## config.mk

```make
export PLATFORM = sky130hd
export DESIGN_NAME = ufi_uart
export DESIGN_NICKNAME = d
export VERILOG_FILES = /design/src/rtl/ufi_pkg.sv /design/src/rtl/ufi_uart.sv
export SDC_FILE = /design/constraint.sdc
export NUM_CORES = 1
export LEC_CHECK = 0
export BUFFER_PORTS_ARGS = -buffer_cell sky130_fd_sc_hd__buf_2
export CORE_ASPECT_RATIO = 0.9
export CORE_MARGIN = 5
export CORE_UTILIZATION = 35
export DETAILED_ROUTE_END_ITERATION = 8
export PLACE_DENSITY = 0.46
export SKIP_CTS_REPAIR_TIMING = 1
export SYNTH_ARGS = -nofsm -noshare
export SYNTH_HDL_FRONTEND = slang
export SYNTH_SLANG_ARGS = --single-unit
export TNS_END_PERCENT = 1
```

## constraint.sdc

```tcl
create_clock -name clk -period 8.6 [get_ports clk]
set_clock_uncertainty 0.1 [all_clocks]
set_input_delay 2.15 -clock clk [delete_from_list [all_inputs] [get_ports clk]]
set_output_delay 2.15 -clock clk [all_outputs]
set_load 0.005 [all_outputs]
```

## src/rtl/ufi_pkg.sv

```systemverilog
// ufi_pkg: constants and types of the fifo-mode serial port core.
// assumes a single 100 MHz clock and a byte-wide register port.
package ufi_pkg;

   ////////////////////////////////////////////////////////////////////
   // register addresses (three address bits)
   localparam logic [2:0] ADDR_DATA = 3'h0;
   localparam logic [2:0] ADDR_IER  = 3'h1;
   localparam logic [2:0] ADDR_IIR  = 3'h2;
   localparam logic [2:0] ADDR_LCR  = 3'h3;
   localparam logic [2:0] ADDR_MCR  = 3'h4;
   localparam logic [2:0] ADDR_LSR  = 3'h5;
   localparam logic [2:0] ADDR_MSR  = 3'h6;
   localparam logic [2:0] ADDR_SCR  = 3'h7;

   // field positions
   localparam int LCR_STB   = 2;
   localparam int LCR_PEN   = 3;
   localparam int LCR_EPS   = 4;
   localparam int LCR_STICK = 5;
   localparam int LCR_BREAK = 6;
   localparam int LCR_DLAB  = 7;
   localparam int MCR_LOOP  = 4;

   // identification codes, low nibble of the ident register
   localparam logic [3:0] IID_NONE = 4'h1;
   localparam logic [3:0] IID_LSI  = 4'h6;
   localparam logic [3:0] IID_RDA  = 4'h4;
   localparam logic [3:0] IID_TO   = 4'hC;
   localparam logic [3:0] IID_HOLDING_EMPTY_FLAG = 4'h2;
   localparam logic [3:0] IID_MSI  = 4'h0;

   // reset values
   localparam logic [7:0] LSR_RESET = 8'h60;
   localparam logic [4:0] PIN_RESET = 5'h1F;

   // fifo depth and receive trigger levels
   localparam logic [4:0] FIFO_DEPTH = 5'h10;
   localparam logic [4:0] TRIG_L0    = 5'h01;
   localparam logic [4:0] TRIG_L1    = 5'h04;
   localparam logic [4:0] TRIG_L2    = 5'h08;
   localparam logic [4:0] TRIG_L3    = 5'h0E;

   // clock prescale to the 16x base rate (normal, double, quadruple)
   localparam logic [7:0] PRE_NORM = 8'h36;
   localparam logic [7:0] PRE_HS2  = 8'h1B;
   localparam logic [7:0] PRE_HS4  = 8'h0E;

   // character timing in 16x ticks
   localparam logic [7:0] BIT_TICKS     = 8'h10;
   localparam logic [3:0] RX_MID        = 4'h7;
   localparam logic [3:0] RX_LAST       = 4'hF;
   localparam logic [9:0] TIMEOUT_CHARS = 10'h004;
   localparam logic [9:0] TO_TICKS      = TIMEOUT_CHARS * 10'h010;

   typedef enum logic [2:0] {
      RX_IDLE  = 3'b000,
      RX_START = 3'b001,
      RX_BITS  = 3'b010,
      RX_STOP  = 3'b011,
      RX_WAIT  = 3'b100
   } ufi_rx_state_t;

   typedef enum logic {
      TX_IDLE  = 1'b0,
      TX_SHIFT = 1'b1
   } ufi_tx_state_t;

endpackage

```

## src/rtl/ufi_uart.sv

```systemverilog
// ufi_uart: one serial channel with 16-deep fifos, interrupt ident
// and polled status. assumes resetn and the register port are on clk;
// serial and modem inputs are asynchronous pins.
// Overview of operation
// - trigger level raises data-available, drops below
// - line status outranks data available
// - data ready set on push, cleared empty
// - timeout after four idle character times
// - character times counted in baud ticks
// - single read clears timeout, restarts timer
// - new character or read restarts timer
// - empty fifo raises transmit event, cleared
// - single-byte empty indication delayed one char less a bit
// - fifo enable change gives immediate transmit event
// - timeout shares data priority, empty shares transmit
// - cleared enables give independent polled operation
// - line status bits in polled mode
// - polled mode hides trigger and timeout
// - high speed divisors 32770 and 32769
// - reset clears controls, status 60H, ident 01H
// - modem deltas cleared, levels follow pins
// - line errors set status and interrupt
//
// The strobed register port and the address map were chosen for this implementation.
`timescale 1ns/1ps
`default_nettype none
module ufi_uart import ufi_pkg::*; (
   input  wire logic       clk,
   input  wire logic       resetn,
   input  wire logic [2:0] addr,
   input  wire logic [7:0] wrData,
   input  wire logic       wrStb,
   input  wire logic       rdStb,
   output logic      [7:0] rdData,
   input  wire logic       highSpeed,
   input  wire logic       serialIn,
   input  wire logic       ctsN,
   input  wire logic       dsrN,
   input  wire logic       riN,
   input  wire logic       dcdN,
   output logic            serialOutA,
   output logic            requestSendN,
   output logic            terminalReadyN,
   output logic            userOutputOneN,
   output logic            userOutputTwoN,
   output logic            intr
);

   ////////////////////////////////////////////////////////////////////
   logic [3:0]  ierQ;
   logic [7:0]  lcrQ, scrQ, rdDataQ, rdMux;
   logic [4:0]  mcrQ, pinMetaQ, pinSyncQ, pinOutQ;
   logic [15:0] divQ, divCntQ, divMax;
   logic [7:0]  preCntQ, preMax;
   logic        fifoEnQ, intrQ;
   logic [1:0]  trigQ;
   logic        dlab, loopMode, pen, eps, hsMode, preTick, baudTick;
   logic        dataWr, dataRd, ierWr, divWr, fcrWr, lsrRd, msrRd, iirRd;
   logic        enChange, rxClear, txClear;
   logic [3:0]  dataBits, charBits, nb, iirId;
   logic [7:0]  dataMask, charTicks, lsrVal;
   logic [4:0]  trigLevel, fifoCap;

   assign dlab     = lcrQ[LCR_DLAB];
   assign loopMode = mcrQ[MCR_LOOP];
   assign pen      = lcrQ[LCR_PEN];
   assign eps      = lcrQ[LCR_EPS];
   assign dataWr   = wrStb && addr == ADDR_DATA && !dlab;
   assign dataRd   = rdStb && addr == ADDR_DATA && !dlab;
   assign ierWr    = wrStb && addr == ADDR_IER && !dlab;
   assign divWr    = wrStb && (addr == ADDR_DATA || addr == ADDR_IER) && dlab;
   assign fcrWr    = wrStb && addr == ADDR_IIR;
   assign iirRd    = rdStb && addr == ADDR_IIR;
   assign lsrRd    = rdStb && addr == ADDR_LSR;
   assign msrRd    = rdStb && addr == ADDR_MSR;
   assign enChange = fcrWr && wrData[0] != fifoEnQ;
   // any change of the enable bit empties both fifos
   assign rxClear  = fcrWr && ((wrData[0] && wrData[1]) || enChange);
   assign txClear  = fcrWr && ((wrData[0] && wrData[2]) || enChange);
   assign fifoCap  = fifoEnQ ? FIFO_DEPTH : 5'h01;

   assign dataBits  = 4'h5 + {2'b00, lcrQ[1:0]};
   assign nb        = dataBits + {3'b000, pen};
   // a second stop bit is part of the character time
   assign charBits  = nb + (lcrQ[LCR_STB] ? 4'h3 : 4'h2);
   assign charTicks = {charBits, 4'h0};
   assign dataMask  = 8'hFF >> (4'h8 - dataBits);

   always_comb begin
      unique case (trigQ)
         2'b00: trigLevel = TRIG_L0;
         2'b01: trigLevel = TRIG_L1;
         2'b10: trigLevel = TRIG_L2;
         2'b11: trigLevel = TRIG_L3;
      endcase
   end

   ////////////////////////////////////////////////////////////////////
   // control registers, all cleared by reset
   always_ff @(posedge clk) begin
      if (!resetn) begin
         ierQ    <= 4'h0;
         lcrQ    <= 8'h00;
         mcrQ    <= 5'h00;
         scrQ    <= 8'h00;
         divQ    <= 16'h0000;
         fifoEnQ <= 1'b0;
         trigQ   <= 2'b00;
      end else if (wrStb) begin
         if (ierWr) ierQ <= wrData[3:0];
         if (addr == ADDR_LCR) lcrQ <= wrData;
         if (addr == ADDR_MCR) mcrQ <= wrData[4:0];
         if (addr == ADDR_SCR) scrQ <= wrData;
         if (divWr && addr == ADDR_DATA) divQ[7:0] <= wrData;
         if (divWr && addr == ADDR_IER) divQ[15:8] <= wrData;
         if (fcrWr) begin
            fifoEnQ <= wrData[0];
            trigQ   <= wrData[7:6];
         end
      end
   end

   ////////////////////////////////////////////////////////////////////
   // baud generator; high speed with bit 15 picks x2 or x4
   assign hsMode  = highSpeed && divQ[15];
   assign preMax  = !hsMode ? PRE_NORM :
                    (divQ[1:0] == 2'b10 ? PRE_HS2 : PRE_HS4);
   assign divMax  = hsMode ? 16'h0001 :
                    (divQ == 16'h0000 ? 16'h0003 : divQ);
   assign preTick  = preCntQ == preMax - 8'h01;
   // every character time derives from this tick
   assign baudTick = preTick && divCntQ >= divMax - 16'h0001;

   always_ff @(posedge clk) begin
      if (!resetn || divWr) begin
         preCntQ <= 8'h00;
         divCntQ <= 16'h0000;
      end else begin
         preCntQ <= preTick ? 8'h00 : preCntQ + 8'h01;
         if (preTick) divCntQ <= baudTick ? 16'h0000 : divCntQ + 16'h0001;
      end
   end

   ////////////////////////////////////////////////////////////////////
   // pin synchronisers: serial in and the four modem inputs
   always_ff @(posedge clk) begin
      if (!resetn) begin
         pinMetaQ <= PIN_RESET;
         pinSyncQ <= PIN_RESET;
      end else begin
         pinMetaQ <= {dcdN, riN, dsrN, ctsN, serialIn};
         pinSyncQ <= pinMetaQ;
      end
   end

   ////////////////////////////////////////////////////////////////////
   // fifo storage, one generate loop over the entries
   logic [10:0] rxMemQ [16];
   logic [7:0]  txMemQ [16];
   logic [3:0]  rxWrPtrQ, rxRdPtrQ, txWrPtrQ, txRdPtrQ;
   logic [4:0]  rxCntQ, txCntQ, rxErrCntQ;
   logic        rxPush, rxPop, rxDone, rxFull, txPush, txPop;
   logic [10:0] rxEntry;

   for (genvar gi = 0; gi < 16; gi++) begin : gEntry
      always_ff @(posedge clk) begin
         if (!resetn || rxClear) begin
            rxMemQ[gi] <= 11'h000;
         end else if (rxPush && rxWrPtrQ == 4'(gi)) begin
            rxMemQ[gi] <= rxEntry;
         end
      end
      always_ff @(posedge clk) begin
         if (!resetn || txClear) begin
            txMemQ[gi] <= 8'h00;
         end else if (txPush && txWrPtrQ == 4'(gi)) begin
            txMemQ[gi] <= wrData;
         end
      end
   end

   // fifos keep buffering whether or not interrupts are enabled
   assign rxFull = rxCntQ >= fifoCap;
   assign rxPush = rxDone && !rxFull;
   assign rxPop  = dataRd && rxCntQ != 5'h00;
   assign txPush = dataWr && txCntQ < fifoCap;

   always_ff @(posedge clk) begin
      if (!resetn || rxClear) begin
         rxWrPtrQ  <= 4'h0;
         rxRdPtrQ  <= 4'h0;
         rxCntQ    <= 5'h00;
         rxErrCntQ <= 5'h00;
      end else begin
         if (rxPush) rxWrPtrQ <= rxWrPtrQ + 4'h1;
         if (rxPop) rxRdPtrQ <= rxRdPtrQ + 4'h1;
         rxCntQ <= rxCntQ + {4'h0, rxPush} - {4'h0, rxPop};
         rxErrCntQ <= rxErrCntQ + {4'h0, rxPush && |rxEntry[10:8]}
                      - {4'h0, rxPop && |rxMemQ[rxRdPtrQ][10:8]};
      end
   end

   always_ff @(posedge clk) begin
      if (!resetn || txClear) begin
         txWrPtrQ <= 4'h0;
         txRdPtrQ <= 4'h0;
         txCntQ   <= 5'h00;
      end else begin
         if (txPush) txWrPtrQ <= txWrPtrQ + 4'h1;
         if (txPop) txRdPtrQ <= txRdPtrQ + 4'h1;
         txCntQ <= txCntQ + {4'h0, txPush} - {4'h0, txPop};
      end
   end

   ////////////////////////////////////////////////////////////////////
   // receiver, 16x oversampled, sampled mid-bit
   ufi_rx_state_t rxStateQ;
   logic [3:0]    rxTickQ, rxBitQ;
   logic [8:0]    rxShQ, rxAligned;
   logic [7:0]    rxData;
   logic          rxLine, rxPar, rxPe, rxBreak, txBit;

   assign rxLine    = loopMode ? txBit : pinSyncQ[0];
   assign rxAligned = rxShQ >> (4'h9 - nb);
   assign rxData    = rxAligned[7:0] & dataMask;
   assign rxPar     = pen && rxAligned[dataBits];
   assign rxPe      = pen && (lcrQ[LCR_STICK] ? rxPar == eps
                                              : (^{rxData, rxPar}) == eps);
   assign rxBreak   = !rxLine && rxData == 8'h00 && !rxPar;
   assign rxDone    = rxStateQ == RX_STOP && baudTick && rxTickQ == RX_LAST;
   // a break loads a single zero character
   assign rxEntry   = {rxBreak, !rxLine, rxPe, rxData};

   always_ff @(posedge clk) begin
      if (!resetn) begin
         rxStateQ <= RX_IDLE;
         rxTickQ  <= 4'h0;
         rxBitQ   <= 4'h0;
         rxShQ    <= 9'h000;
      end else begin
         unique case (rxStateQ)
            RX_IDLE: begin
               rxTickQ <= 4'h0;
               if (!rxLine) rxStateQ <= RX_START;
            end
            RX_START: if (baudTick) begin
               rxTickQ <= rxTickQ + 4'h1;
               if (rxTickQ == RX_MID) begin
                  rxTickQ  <= 4'h0;
                  rxBitQ   <= 4'h0;
                  rxStateQ <= rxLine ? RX_IDLE : RX_BITS;
               end
            end
            RX_BITS: if (baudTick) begin
               rxTickQ <= rxTickQ + 4'h1;
               if (rxTickQ == RX_LAST) begin
                  rxShQ  <= {rxLine, rxShQ[8:1]};
                  rxBitQ <= rxBitQ + 4'h1;
                  if (rxBitQ == nb - 4'h1) rxStateQ <= RX_STOP;
               end
            end
            RX_STOP: if (baudTick) begin
               rxTickQ <= rxTickQ + 4'h1;
               if (rxTickQ == RX_LAST) begin
                  rxStateQ <= rxBreak ? RX_WAIT : RX_IDLE;
               end
            end
            RX_WAIT: if (rxLine) rxStateQ <= RX_IDLE;
            default: rxStateQ <= RX_IDLE;
         endcase
      end
   end

   ////////////////////////////////////////////////////////////////////
   // transmitter; stop bits are the ones above the masked data
   ufi_tx_state_t txStateQ;
   logic [11:0]   txShQ, txFrame;
   logic [3:0]    txTickQ, txLeftQ;
   logic [7:0]    txHead;

   assign txHead = txMemQ[txRdPtrQ] & dataMask;
   assign txPop  = txStateQ == TX_IDLE && txCntQ != 5'h00;
   assign txBit  = !lcrQ[LCR_BREAK] && (txStateQ == TX_IDLE || txShQ[0]);

   always_comb begin
      txFrame = {3'b111, txHead | ~dataMask, 1'b0};
      if (pen) begin
         txFrame[dataBits + 4'h1] = lcrQ[LCR_STICK] ? !eps : (^txHead) ^ !eps;
      end
   end

   always_ff @(posedge clk) begin
      if (!resetn) begin
         txStateQ <= TX_IDLE;
         txShQ    <= 12'hFFF;
         txTickQ  <= 4'h0;
         txLeftQ  <= 4'h0;
      end else begin
         unique case (txStateQ)
            TX_IDLE: if (txPop) begin
               txShQ    <= txFrame;
               txLeftQ  <= charBits;
               txTickQ  <= 4'h0;
               txStateQ <= TX_SHIFT;
            end
            TX_SHIFT: if (baudTick) begin
               txTickQ <= txTickQ + 4'h1;
               if (txTickQ == RX_LAST) begin
                  txShQ   <= {1'b1, txShQ[11:1]};
                  txLeftQ <= txLeftQ - 4'h1;
                  if (txLeftQ == 4'h1) txStateQ <= TX_IDLE;
               end
            end
         endcase
      end
   end

   ////////////////////////////////////////////////////////////////////
   // holding-empty flag and transmit event
   logic       holdEmptyQ, multiQ, dlyActQ, thrIntQ, thrSet, lastPop;
   logic [7:0] dlyCntQ;

   assign lastPop = txPop && txCntQ == 5'h01 && !txPush;
   // single-byte bursts wait a character less the stop bit
   // a fifo enable change or clear sets it at once
   assign thrSet  = (lastPop && multiQ) || txClear ||
                    (dlyActQ && baudTick && dlyCntQ == 8'h01);

   always_ff @(posedge clk) begin
      if (!resetn) begin
         holdEmptyQ <= 1'b1;
         multiQ     <= 1'b0;
         dlyActQ    <= 1'b0;
         dlyCntQ    <= 8'h00;
      end else begin
         if (thrSet) holdEmptyQ <= 1'b1;
         if (txPush) holdEmptyQ <= 1'b0;
         if (thrSet) multiQ <= 1'b0;
         if (txCntQ >= 5'h02) multiQ <= 1'b1;
         if (lastPop && !multiQ) begin
            dlyActQ <= 1'b1;
            dlyCntQ <= charTicks - BIT_TICKS;
         end else if (thrSet || txPush) begin
            dlyActQ <= 1'b0;
         end else if (dlyActQ && baudTick) begin
            dlyCntQ <= dlyCntQ - 8'h01;
         end
      end
   end

   // write or ident read clears; a same-cycle set wins
   always_ff @(posedge clk) begin
      if (!resetn) begin
         thrIntQ <= 1'b0;
      end else if ((thrSet && ierQ[1]) ||
                   (ierWr && wrData[1] && !ierQ[1] && holdEmptyQ)) begin
         thrIntQ <= 1'b1;
      end else if (txPush || (iirRd && iirId == IID_HOLDING_EMPTY_FLAG)) begin
         thrIntQ <= 1'b0;
      end
   end

   ////////////////////////////////////////////////////////////////////
   // receive timeout timer, four character times of baud ticks
   logic [9:0] toCntQ, toLimit;
   logic       toFlag;

   assign toLimit = {6'h00, charBits} * TO_TICKS;
   assign toFlag  = rxCntQ != 5'h00 && toCntQ >= toLimit;

   always_ff @(posedge clk) begin
      if (!resetn || rxPush || rxPop || rxCntQ == 5'h00) begin
         toCntQ <= 10'h000;
      end else if (baudTick && toCntQ < toLimit) begin
         toCntQ <= toCntQ + 10'h001;
      end
   end

   ////////////////////////////////////////////////////////////////////
   // line errors: overrun at once, others when the char reaches the head
   logic [3:0]  lsrErrQ, errSet;
   logic [10:0] headEntry;
   logic        headEv, temt;

   assign headEv    = (rxPush && (rxCntQ == 5'h00 ||
                       (rxPop && rxCntQ == 5'h01))) ||
                      (rxPop && rxCntQ > 5'h01);
   assign headEntry = (rxPop && rxCntQ > 5'h01) ?
                      rxMemQ[rxRdPtrQ + 4'h1] : rxEntry;
   assign errSet    = {headEv ? headEntry[10:8] : 3'b000, rxDone && rxFull};
   assign temt      = txCntQ == 5'h00 && txStateQ == TX_IDLE;
   // dr, errors, empty flags and fifo error summary
   assign lsrVal    = {fifoEnQ && rxErrCntQ != 5'h00, temt, holdEmptyQ,
                       lsrErrQ, rxCntQ != 5'h00};

   always_ff @(posedge clk) begin
      if (!resetn) begin
         lsrErrQ <= 4'h0;
      end else begin
         lsrErrQ <= (lsrRd ? 4'h0 : lsrErrQ) | errSet;
      end
   end

   ////////////////////////////////////////////////////////////////////
   // modem status; loopback feeds the control bits back
   logic [3:0] msrCur, msrPrevQ, msrDeltaQ;

   assign msrCur = loopMode ? {mcrQ[3], mcrQ[2], mcrQ[0], mcrQ[1]}
                            : ~pinSyncQ[4:1];

   always_ff @(posedge clk) begin
      if (!resetn) begin
         msrPrevQ  <= 4'h0;
         msrDeltaQ <= 4'h0;
      end else begin
         msrPrevQ  <= msrCur;
         msrDeltaQ <= (msrRd ? 4'h0 : msrDeltaQ) |
                      {msrPrevQ[3] ^ msrCur[3], msrPrevQ[2] & !msrCur[2],
                       msrPrevQ[1] ^ msrCur[1], msrPrevQ[0] ^ msrCur[0]};
      end
   end

   ////////////////////////////////////////////////////////////////////
   // ident priority; cleared enables leave a side polled
   always_comb begin
      if (ierQ[2] && lsrErrQ != 4'h0) begin
         iirId = IID_LSI;
      end else if (ierQ[0] && (fifoEnQ ? rxCntQ >= trigLevel
                                       : rxCntQ != 5'h00)) begin
         iirId = IID_RDA;
      end else if (ierQ[0] && fifoEnQ && toFlag) begin
         iirId = IID_TO;
      end else if (ierQ[1] && thrIntQ) begin
         iirId = IID_HOLDING_EMPTY_FLAG;
      end else if (ierQ[3] && msrDeltaQ != 4'h0) begin
         iirId = IID_MSI;
      end else begin
         iirId = IID_NONE;
      end
   end

   always_comb begin
      unique case (addr)
         ADDR_DATA: rdMux = dlab ? divQ[7:0] : rxMemQ[rxRdPtrQ][7:0];
         ADDR_IER:  rdMux = dlab ? divQ[15:8] : {4'h0, ierQ};
         ADDR_IIR:  rdMux = {fifoEnQ, fifoEnQ, 2'b00, iirId};
         ADDR_LCR:  rdMux = lcrQ;
         ADDR_MCR:  rdMux = {3'b000, mcrQ};
         ADDR_LSR:  rdMux = lsrVal;
         ADDR_MSR:  rdMux = {msrCur, msrDeltaQ};
         ADDR_SCR:  rdMux = scrQ;
      endcase
   end

   // serial and modem outputs idle high; loopback keeps the pins quiet
   always_ff @(posedge clk) begin
      if (!resetn) begin
         rdDataQ <= 8'h00;
         intrQ   <= 1'b0;
         pinOutQ <= PIN_RESET;
      end else begin
         rdDataQ <= rdStb ? rdMux : 8'h00;
         intrQ   <= iirId != IID_NONE;
         pinOutQ <= loopMode ? PIN_RESET : {txBit, ~mcrQ[3:0]};
      end
   end

   assign rdData         = rdDataQ;
   assign intr           = intrQ;
   assign serialOutA     = pinOutQ[4];
   assign userOutputTwoN = pinOutQ[3];
   assign userOutputOneN = pinOutQ[2];
   assign requestSendN   = pinOutQ[1];
   assign terminalReadyN = pinOutQ[0];
endmodule // ufi_uart
`default_nettype wire

```

Yosys cells after proc, flatten, opt, wreduce, memory -nomap -nowiden
Memory sizes are Yosys's and may differ from the RTL's. A register that Yosys moved wholly into a read port is not among the register bits.
Cells that the tools add are included.

storage, ports and cells
  register bits after elaboration = 198
  bits in latches = 0
  bits in writable memories = 304
  ROM bits = 0
  output and inout bits = 14
  logic and storage cells = 580
  memories kept = 2

operators by class
  add/sub/neg operators = 28
  multipliers = 0
  divide/modulo/power cells = 0
  order comparisons = 11
  equal/unequal tests = 73
  shift operators = 2
  multiplexer cells = 215
  bitwise gates (word level) = 47
  reductions and logical operators = 163

memory list
  name    words  width  read ports  clocked after memory_dff  wr ports  RTL line         text
  rxMemQ  16     11     2           1                         16        ufi_uart.sv:158  logic [10:0] rxMemQ [16];
  txMemQ  16     8      1           1                         16        ufi_uart.sv:159  logic [7:0] txMemQ [16];

operator list
  operator                                                               number
  11-bit 2-to-1 mux                                                      17
  8-bit 2-to-1 mux                                                       21
  1-bit 2-to-1 mux                                                       120
  1-bit logical AND                                                      92
  4-bit 2-to-1 mux                                                       22
  4-bit equality test, second input constant                             18
  8-bit case mux with 8 select lines                                     1
  12-bit 2-to-1 mux                                                      4
  16-bit 2-to-1 mux                                                      3
  4-bit by 3-bit equality test with 1-bit output, second input constant  9
  3-bit 2-to-1 mux                                                       11
  4-bit by 1-bit adder with 4-bit output, second input constant          8
  1-bit bitwise OR                                                       32
  12-bit case mux with 2 select lines                                    1
  4-bit case mux with 2 select lines                                     3
  2-bit inequality test, second input constant                           11
  4-bit by 2-bit equality test with 1-bit output, second input constant  5
  5-bit case mux with 4 select lines                                     1
  2-bit AND reduction                                                    10
  1-bit logical OR                                                       17
  16-bit by 1-bit adder with 16-bit output, second input constant        1
  8-bit bitwise AND                                                      2
  16-bit greater-or-equal comparator                                     1
  16-bit zero test                                                       1
  70 further kinds                                                       128

Logic depth before layout (Yosys ltp)
  depth in word-level cells = 15
  depth in mapped cells = 30
  gate-level depth less buffers = 27

Worst setup path after synthesis
Ideal clock, no wire load.

  path type = input to register
  from = input highSpeed
  to = register rxCntQ[4]
  arrival = 6543 ps
  data required time = 8380 ps
  slack = 1837 ps
  stages on the path = 24
  path buffers = 3
  cells stage by stage = nand2_1 clkbuf_1 clkbuf_1 o21ai_0 ha_1 o21ai_0 or3_1 a31oi_1 ha_1 nand4_1 o41a_1 o21ai_0 and4_1 buf_2 inv_1 ha_1 inv_1 ha_1 fa_1 a21oi_1 nor2_1 nor2_1 xnor2_1 nor2_1

between the ends
  cells in the longest elaborated chain, start to end = 10

ends and longest elaborated chain
  element                                                                                                              RTL line                          text
  from (decl)                                                                                                          ufi_uart.sv:35                    input wire logic highSpeed,
  1-bit logical AND (*)                                                                                                ufi_uart.sv:125                   assign hsMode = highSpeed && divQ[15];
  16-bit 2-to-1 mux / 6-bit 2-to-1 mux (equally long branches)                                                         ufi_uart.sv:128, ufi_uart.sv:126
  16-bit by 1-bit subtractor with 16-bit output / 6-bit by 1-bit subtractor with 7-bit output (equally long branches)  ufi_uart.sv:132, ufi_uart.sv:130
  16-bit greater-or-equal comparator / 8-bit equality test (equally long branches)                                     ufi_uart.sv:132, ufi_uart.sv:130
  1-bit logical AND (*)                                                                                                ufi_uart.sv:132                   assign baudTick = preTick && divCntQ >= divMax - 16'h0001;
  1-bit logical AND (*) (2 in series)                                                                                  ufi_uart.sv:230                   assign rxDone = rxStateQ == RX_STOP && baudTick && rxTickQ == RX_LAST;
  1-bit logical AND (*)                                                                                                ufi_uart.sv:184                   assign rxPush = rxDone && !rxFull;
  5-bit by 1-bit adder with 5-bit output (*)                                                                           ufi_uart.sv:197                   rxCntQ <= rxCntQ + {4'h0, rxPush} - {4'h0, rxPop};
  5-bit by 1-bit subtractor with 5-bit output (*)                                                                      ufi_uart.sv:197
  to (signal assigned)                                                                                                 ufi_uart.sv:197
  to (decl)                                                                                                            ufi_uart.sv:161                   logic [4:0] rxCntQ, txCntQ, rxErrCntQ;

Mark *: on every way between the ends. The rest lies on a longest branch, timed or not.
A chain may end at the register's enable or synchronous reset.

Final worst setup path
  from = register lcrQ[0]
  to = register rxErrCntQ[4]

between the ends
  cells in the longest elaborated chain, start to end = 15

ends and longest elaborated chain
  element                                          RTL line         text
  from (decl)                                      ufi_uart.sv:51   logic [7:0] lcrQ, scrQ, rdDataQ, rdMux;
  from (signal assigned)                           ufi_uart.sv:111  if (addr == ADDR_LCR) lcrQ <= wrData;
  3-bit by 2-bit adder with 4-bit output (*)       ufi_uart.sv:82   assign dataBits = 4'h5 + {2'b00, lcrQ[1:0]};
  4-bit by 1-bit adder with 4-bit output           ufi_uart.sv:83   assign nb = dataBits + {3'b000, pen};
  4-bit subtractor                                 ufi_uart.sv:224  assign rxAligned = rxShQ >> (4'h9 - nb);
  9-bit by 4-bit right shift with 9-bit output     ufi_uart.sv:224
  1-bit binary-select mux with 4-bit select        ufi_uart.sv:226  assign rxPar = pen && rxAligned[dataBits];
  1-bit 2-to-1 mux (implied by the code)           ufi_uart.sv:226
  1-bit logical AND                                ufi_uart.sv:226
  9-bit parity                                     ufi_uart.sv:228  : (^{rxData, rxPar}) == eps);
  1-bit equality test                              ufi_uart.sv:228
  1-bit 2-to-1 mux                                 ufi_uart.sv:227  assign rxPe = pen && (lcrQ[LCR_STICK] ? rxPar == eps
  1-bit logical AND                                ufi_uart.sv:227
  3-bit OR reduction (*)                           ufi_uart.sv:198  rxErrCntQ <= rxErrCntQ + {4'h0, rxPush && |rxEntry[10:8]}
  1-bit logical AND (*)                            ufi_uart.sv:198
  5-bit by 1-bit adder with 5-bit output (*)       ufi_uart.sv:198
  5-bit by 1-bit subtractor with 5-bit output (*)  ufi_uart.sv:199  - {4'h0, rxPop && |rxMemQ[rxRdPtrQ][10:8]};
  to (signal assigned)                             ufi_uart.sv:198
  to (decl)                                        ufi_uart.sv:161

Mark *: on every way between the ends. The rest lies on a longest branch, timed or not. The select of a mux whose other input is x is not followed.

==> results.md <==
* Hpwl dp at 49670 um
* Placed Instances at around 3200
* Critical path required time at roughly 9.0 ns
* Sequential-to-total area share from yosys stat at 0.5226
* Max-slew headroom at 0.2405
* Worst r2r path cells at 26
* CTS tree: yes
* CP Class: register to register
* Synthesized flop and latch total at 510
* TritonCTS Buffers at 57
* Routed wire length at 71480 um
* Initial core utilization at 0.3538
* TritonRoute pass-1 iters at 5
* Clk buf depth at 3
* Critical path arrival at 7.41 ns
* Port bufs at 34
* DR WL/cell at 21.52 um
* Total track usage at 0.1800
* Max_cap viols at 0
* Worst setup SP type: register
* Yosys cell types at 72
* CTS sink cnt at 510
* WHS Endpoint: pinSyncQ[0]
* Pin count of the biggest net entering global routing at 50
* Fill cells at a little under 7000
* Vert. Die Dim at about 270 um
* Min-delay worst type: register to register
* Layout cell share with drive strength beyond 1 at 0.1232
* First-pass GRT wire length at 108900 um
* Final setup fails at 0
* Crit Path Max Fanout at 18
* Post-Layout Cell Count at between 3000 and 4000
* Netlist Area Pre-Place at 25360 sq um
* Reg2reg start: lcrQ[0]
* Area Growth Syn to Fin at 11.94%
* Initial antenna violation count at 6
* Synthesized Nets at 2437
* Outcome: finished clean
* Synth warnings at 0
* H-tree Lvls at 2
* # IOs at 35
* Power Total at 6.284 mW
* Period utilization at 0.8175
* HP Start: pinMetaQ[0]
* 1st-iter DRT viols at between 1000 and 1500
* Clock edge transition at the registers on the reported setup and hold paths at 0.06 ns
* Worst-margin pin slew at roughly 1.1 ns
* Gpl congestion at 0.8236
* Worst Hold Depth at 1
* Root Buffer: clkbuf_16
* Reg-to-reg setup timing slack at between 1.5 and 2 ns
* Final-report hold violation count at 0
* Via-per-instance ratio at 5.267
* Core Box Area at about 70000 sq um
* Slew Limit Fails at 0
* DRC Markers at 0
* Die area at 77940 sq um
* Most common flop cell mapped by yosys: edfxtp_1
* Vias at 17500
* Ys async rst share at 0
* Power Density at 221.4 nW/um^2
* Clk Latency, worst-skew pair at 0.62 ns
* Vias in the first global route at 17410
* Final net count at 2436
* Remaining Overflow, GRT at 0
* EDFF count, synth at a little over 300
* Unrepaired setup endpoints after global routing: false
* Post-synthesis cell count at ~2300
* Static Leak at 10.21 nW
* RR Endpoint: rxErrCntQ[4]
* VDD IR max at 0.1609 mV
* Cell row count at 93
* Final Critical Period at around 7.0 ns
* Syn_area_per_cell at 10.92 sq um
* Seq. cell area at 13260 sq um
* Antenna-violating nets left at 0
* Post-route setup TNS at 0 ns
* Chip width at 293.7 um
* F_max at approximately 140 MHz
* Multi-input combinational cell area at 11280 sq um
* Critical path capture point type: register
-- logic make-up after synthesis --
| logic type | Yosys count | synth area share |
|---|---|---|
| flops | 510 | 0.5226 |
| fa+ha+maj | 94 | 0.04757 |
| simple gates | 941 | 0.1765 |
| compound gates | 302 | 0.07229 |
| buf+inv | 207 | 0.03311 |
| xor+xnor | 101 | 0.03671 |
| mux | 167 | 0.1112 |
-- worst max path at each step --
stage,start,endpoint,slack (ns),cells after the start
global placement,highSpeed,rxErrCntQ[4],1.42,25
global route,lcrQ[0],rxErrCntQ[4],0.89,26
CTS,lcrQ[0],rxErrCntQ[4],1.53,26
detailed placement,highSpeed,rxErrCntQ[4],1.31,25
floorplan,highSpeed,rxCntQ[4],1.84,24
finish,lcrQ[0],rxErrCntQ[4],1.57,26
-- synth_stat cells (all sizes together) (7+ instances only) --
library cell | count | area share
mux2i | 60 | 0.024
xnor2 | 58 | 0.021
nor3 | 42 | 0.0085
nand2b | 31 | 0.0076
ha | 90 | 0.044
inv | 64 | 0.0095
nor2b | 19 | 0.0047
nor4 | 17 | 0.0042
mux2 | 17 | 0.0075
a221oi | 13 | 0.0045
clkbuf | 108 | 0.016
a31oi | 11 | 0.0027
nand4 | 22 | 0.0054
o21ai | 81 | 0.016
nand3 | 53 | 0.011
nor2 | 360 | 0.054
a211oi | 21 | 0.0064
edfxtp | 304 | 0.36
or4 | 7 | 0.0021
dfxtp | 206 | 0.16
a22oi | 8 | 0.0024
and3 | 21 | 0.0052
o21a | 12 | 0.0036
or3 | 18 | 0.0044
and2 | 139 | 0.034
a21oi | 113 | 0.022
buf | 33 | 0.0074
mux4 | 90 | 0.080
xor2 | 41 | 0.014
a21o | 8 | 0.0024
nand2 | 186 | 0.028
-- cell type report --
cell class,instances,area share
Sequential cell,510,0.4670
Multi-Input combinational cell,1605,0.3973
Clock buffer,77,0.05572
Tap cell,950,0.04188
Timing Repair Buffer,81,0.01843
Clock inverter,31,0.01080
Inverter,66,0.008728
Antenna cell,2,0.0001763
-- worst max-delay path, stage by stage (launching register included) --
cell,delay (ns)
dfxtp_1,0.61
inv_1,0.18
ha_1,0.25
fa_1,0.96
inv_1,0.22
ha_1,0.33
xor2_1,0.22
nor2_1,0.25
nand3_1,0.57
xnor3_1,0.57
xnor2_1,0.19
xnor2_1,0.12
o21ai_0,0.20
nand3_2,0.42
nand2_1,0.18
nand2_1,0.07
ha_1,0.28
inv_1,0.06
ha_1,0.15
inv_1,0.05
fa_1,0.40
inv_1,0.08
a21oi_1,0.06
nor2_1,0.10
nor2_1,0.06
xnor2_1,0.14
nor2_1,0.05
-- metrics by stage --
stage	utilization	setup WS (ns)	hold slack, ns	area, sq um
detailed placement	0.3696	1.309	0.2947	26490
CTS	0.3959	1.526	0.3088	28380
global route	0.3959	0.8940	0.3195	28380
global placement	0.3696	1.425	0.2991	26490
finish	0.3960	1.569	0.3059	28380
floorplan	-	1.837	0.2802	25360
-- flip-flops by register name, indices dropped and copies added (netlist names), 8 cells and up, named ones only --
| name | flops |
|---|---|
| toCntQ | 10 |
| divQ | 16 |
| txMemQ | 128 |
| preCntQ | 8 |
| scrQ | 8 |
| rxMemQ | 176 |
| rxShQ | 9 |
| dlyCntQ | 8 |
| txShQ | 12 |
| lcrQ | 8 |
| rdData | 8 |
| divCntQ | 16 |
-- power breakdown --
| part | internal, mW | leakage [nW] | switching, mW | total [mW] |
|---|---|---|---|---|
| Clock | 1.44 | 0.921 | 1.02 | 2.45 |
| Combinational | 0.420 | 4.38 | 0.616 | 1.04 |
| Sequential | 2.71 | 4.91 | 0.0844 | 2.79 |
| Total | 4.57 | 10.2 | 1.72 | 6.28 |
-- cells in the final DEF (no fill, tap or decap), drive strengths merged, types with 5 or more instances in the layout --
| master | count |
|---|---|
| a211oi | 21 |
| a21o | 8 |
| a21oi | 113 |
| a221oi | 13 |
| a22o | 5 |
| a22oi | 8 |
| a31oi | 11 |
| and2 | 139 |
| and3 | 21 |
| buf | 81 |
| bufinv | 5 |
| clkbuf | 77 |
| clkinv | 24 |
| dfxtp | 206 |
| edfxtp | 304 |
| ha | 90 |
| inv | 65 |
| mux2 | 17 |
| mux2i | 60 |
| mux4 | 90 |
| nand2 | 186 |
| nand2b | 31 |
| nand3 | 53 |
| nand3b | 6 |
| nand4 | 22 |
| nor2 | 360 |
| nor2b | 19 |
| nor3 | 42 |
| nor4 | 17 |
| o21a | 12 |
| o21ai | 81 |
| or2 | 5 |
| or3 | 18 |
| or4 | 7 |
| xnor2 | 58 |
| xor2 | 41 |
-- layer usage --
layer / track usage / part of all wire / up-vias / wire [um]
met5: 0 / 0 / - / 0
met1: 0.2533 / 0.45 / 8634 / 32180
li1: - / - / 8272 / -
met3: 0.03181 / 0.065 / 90 / 4625
met4: 0.04838 / 0.023 / 0 / 1635
met2: 0.2892 / 0.46 / 502 / 33050
Power figures use the tool's default switching activity.
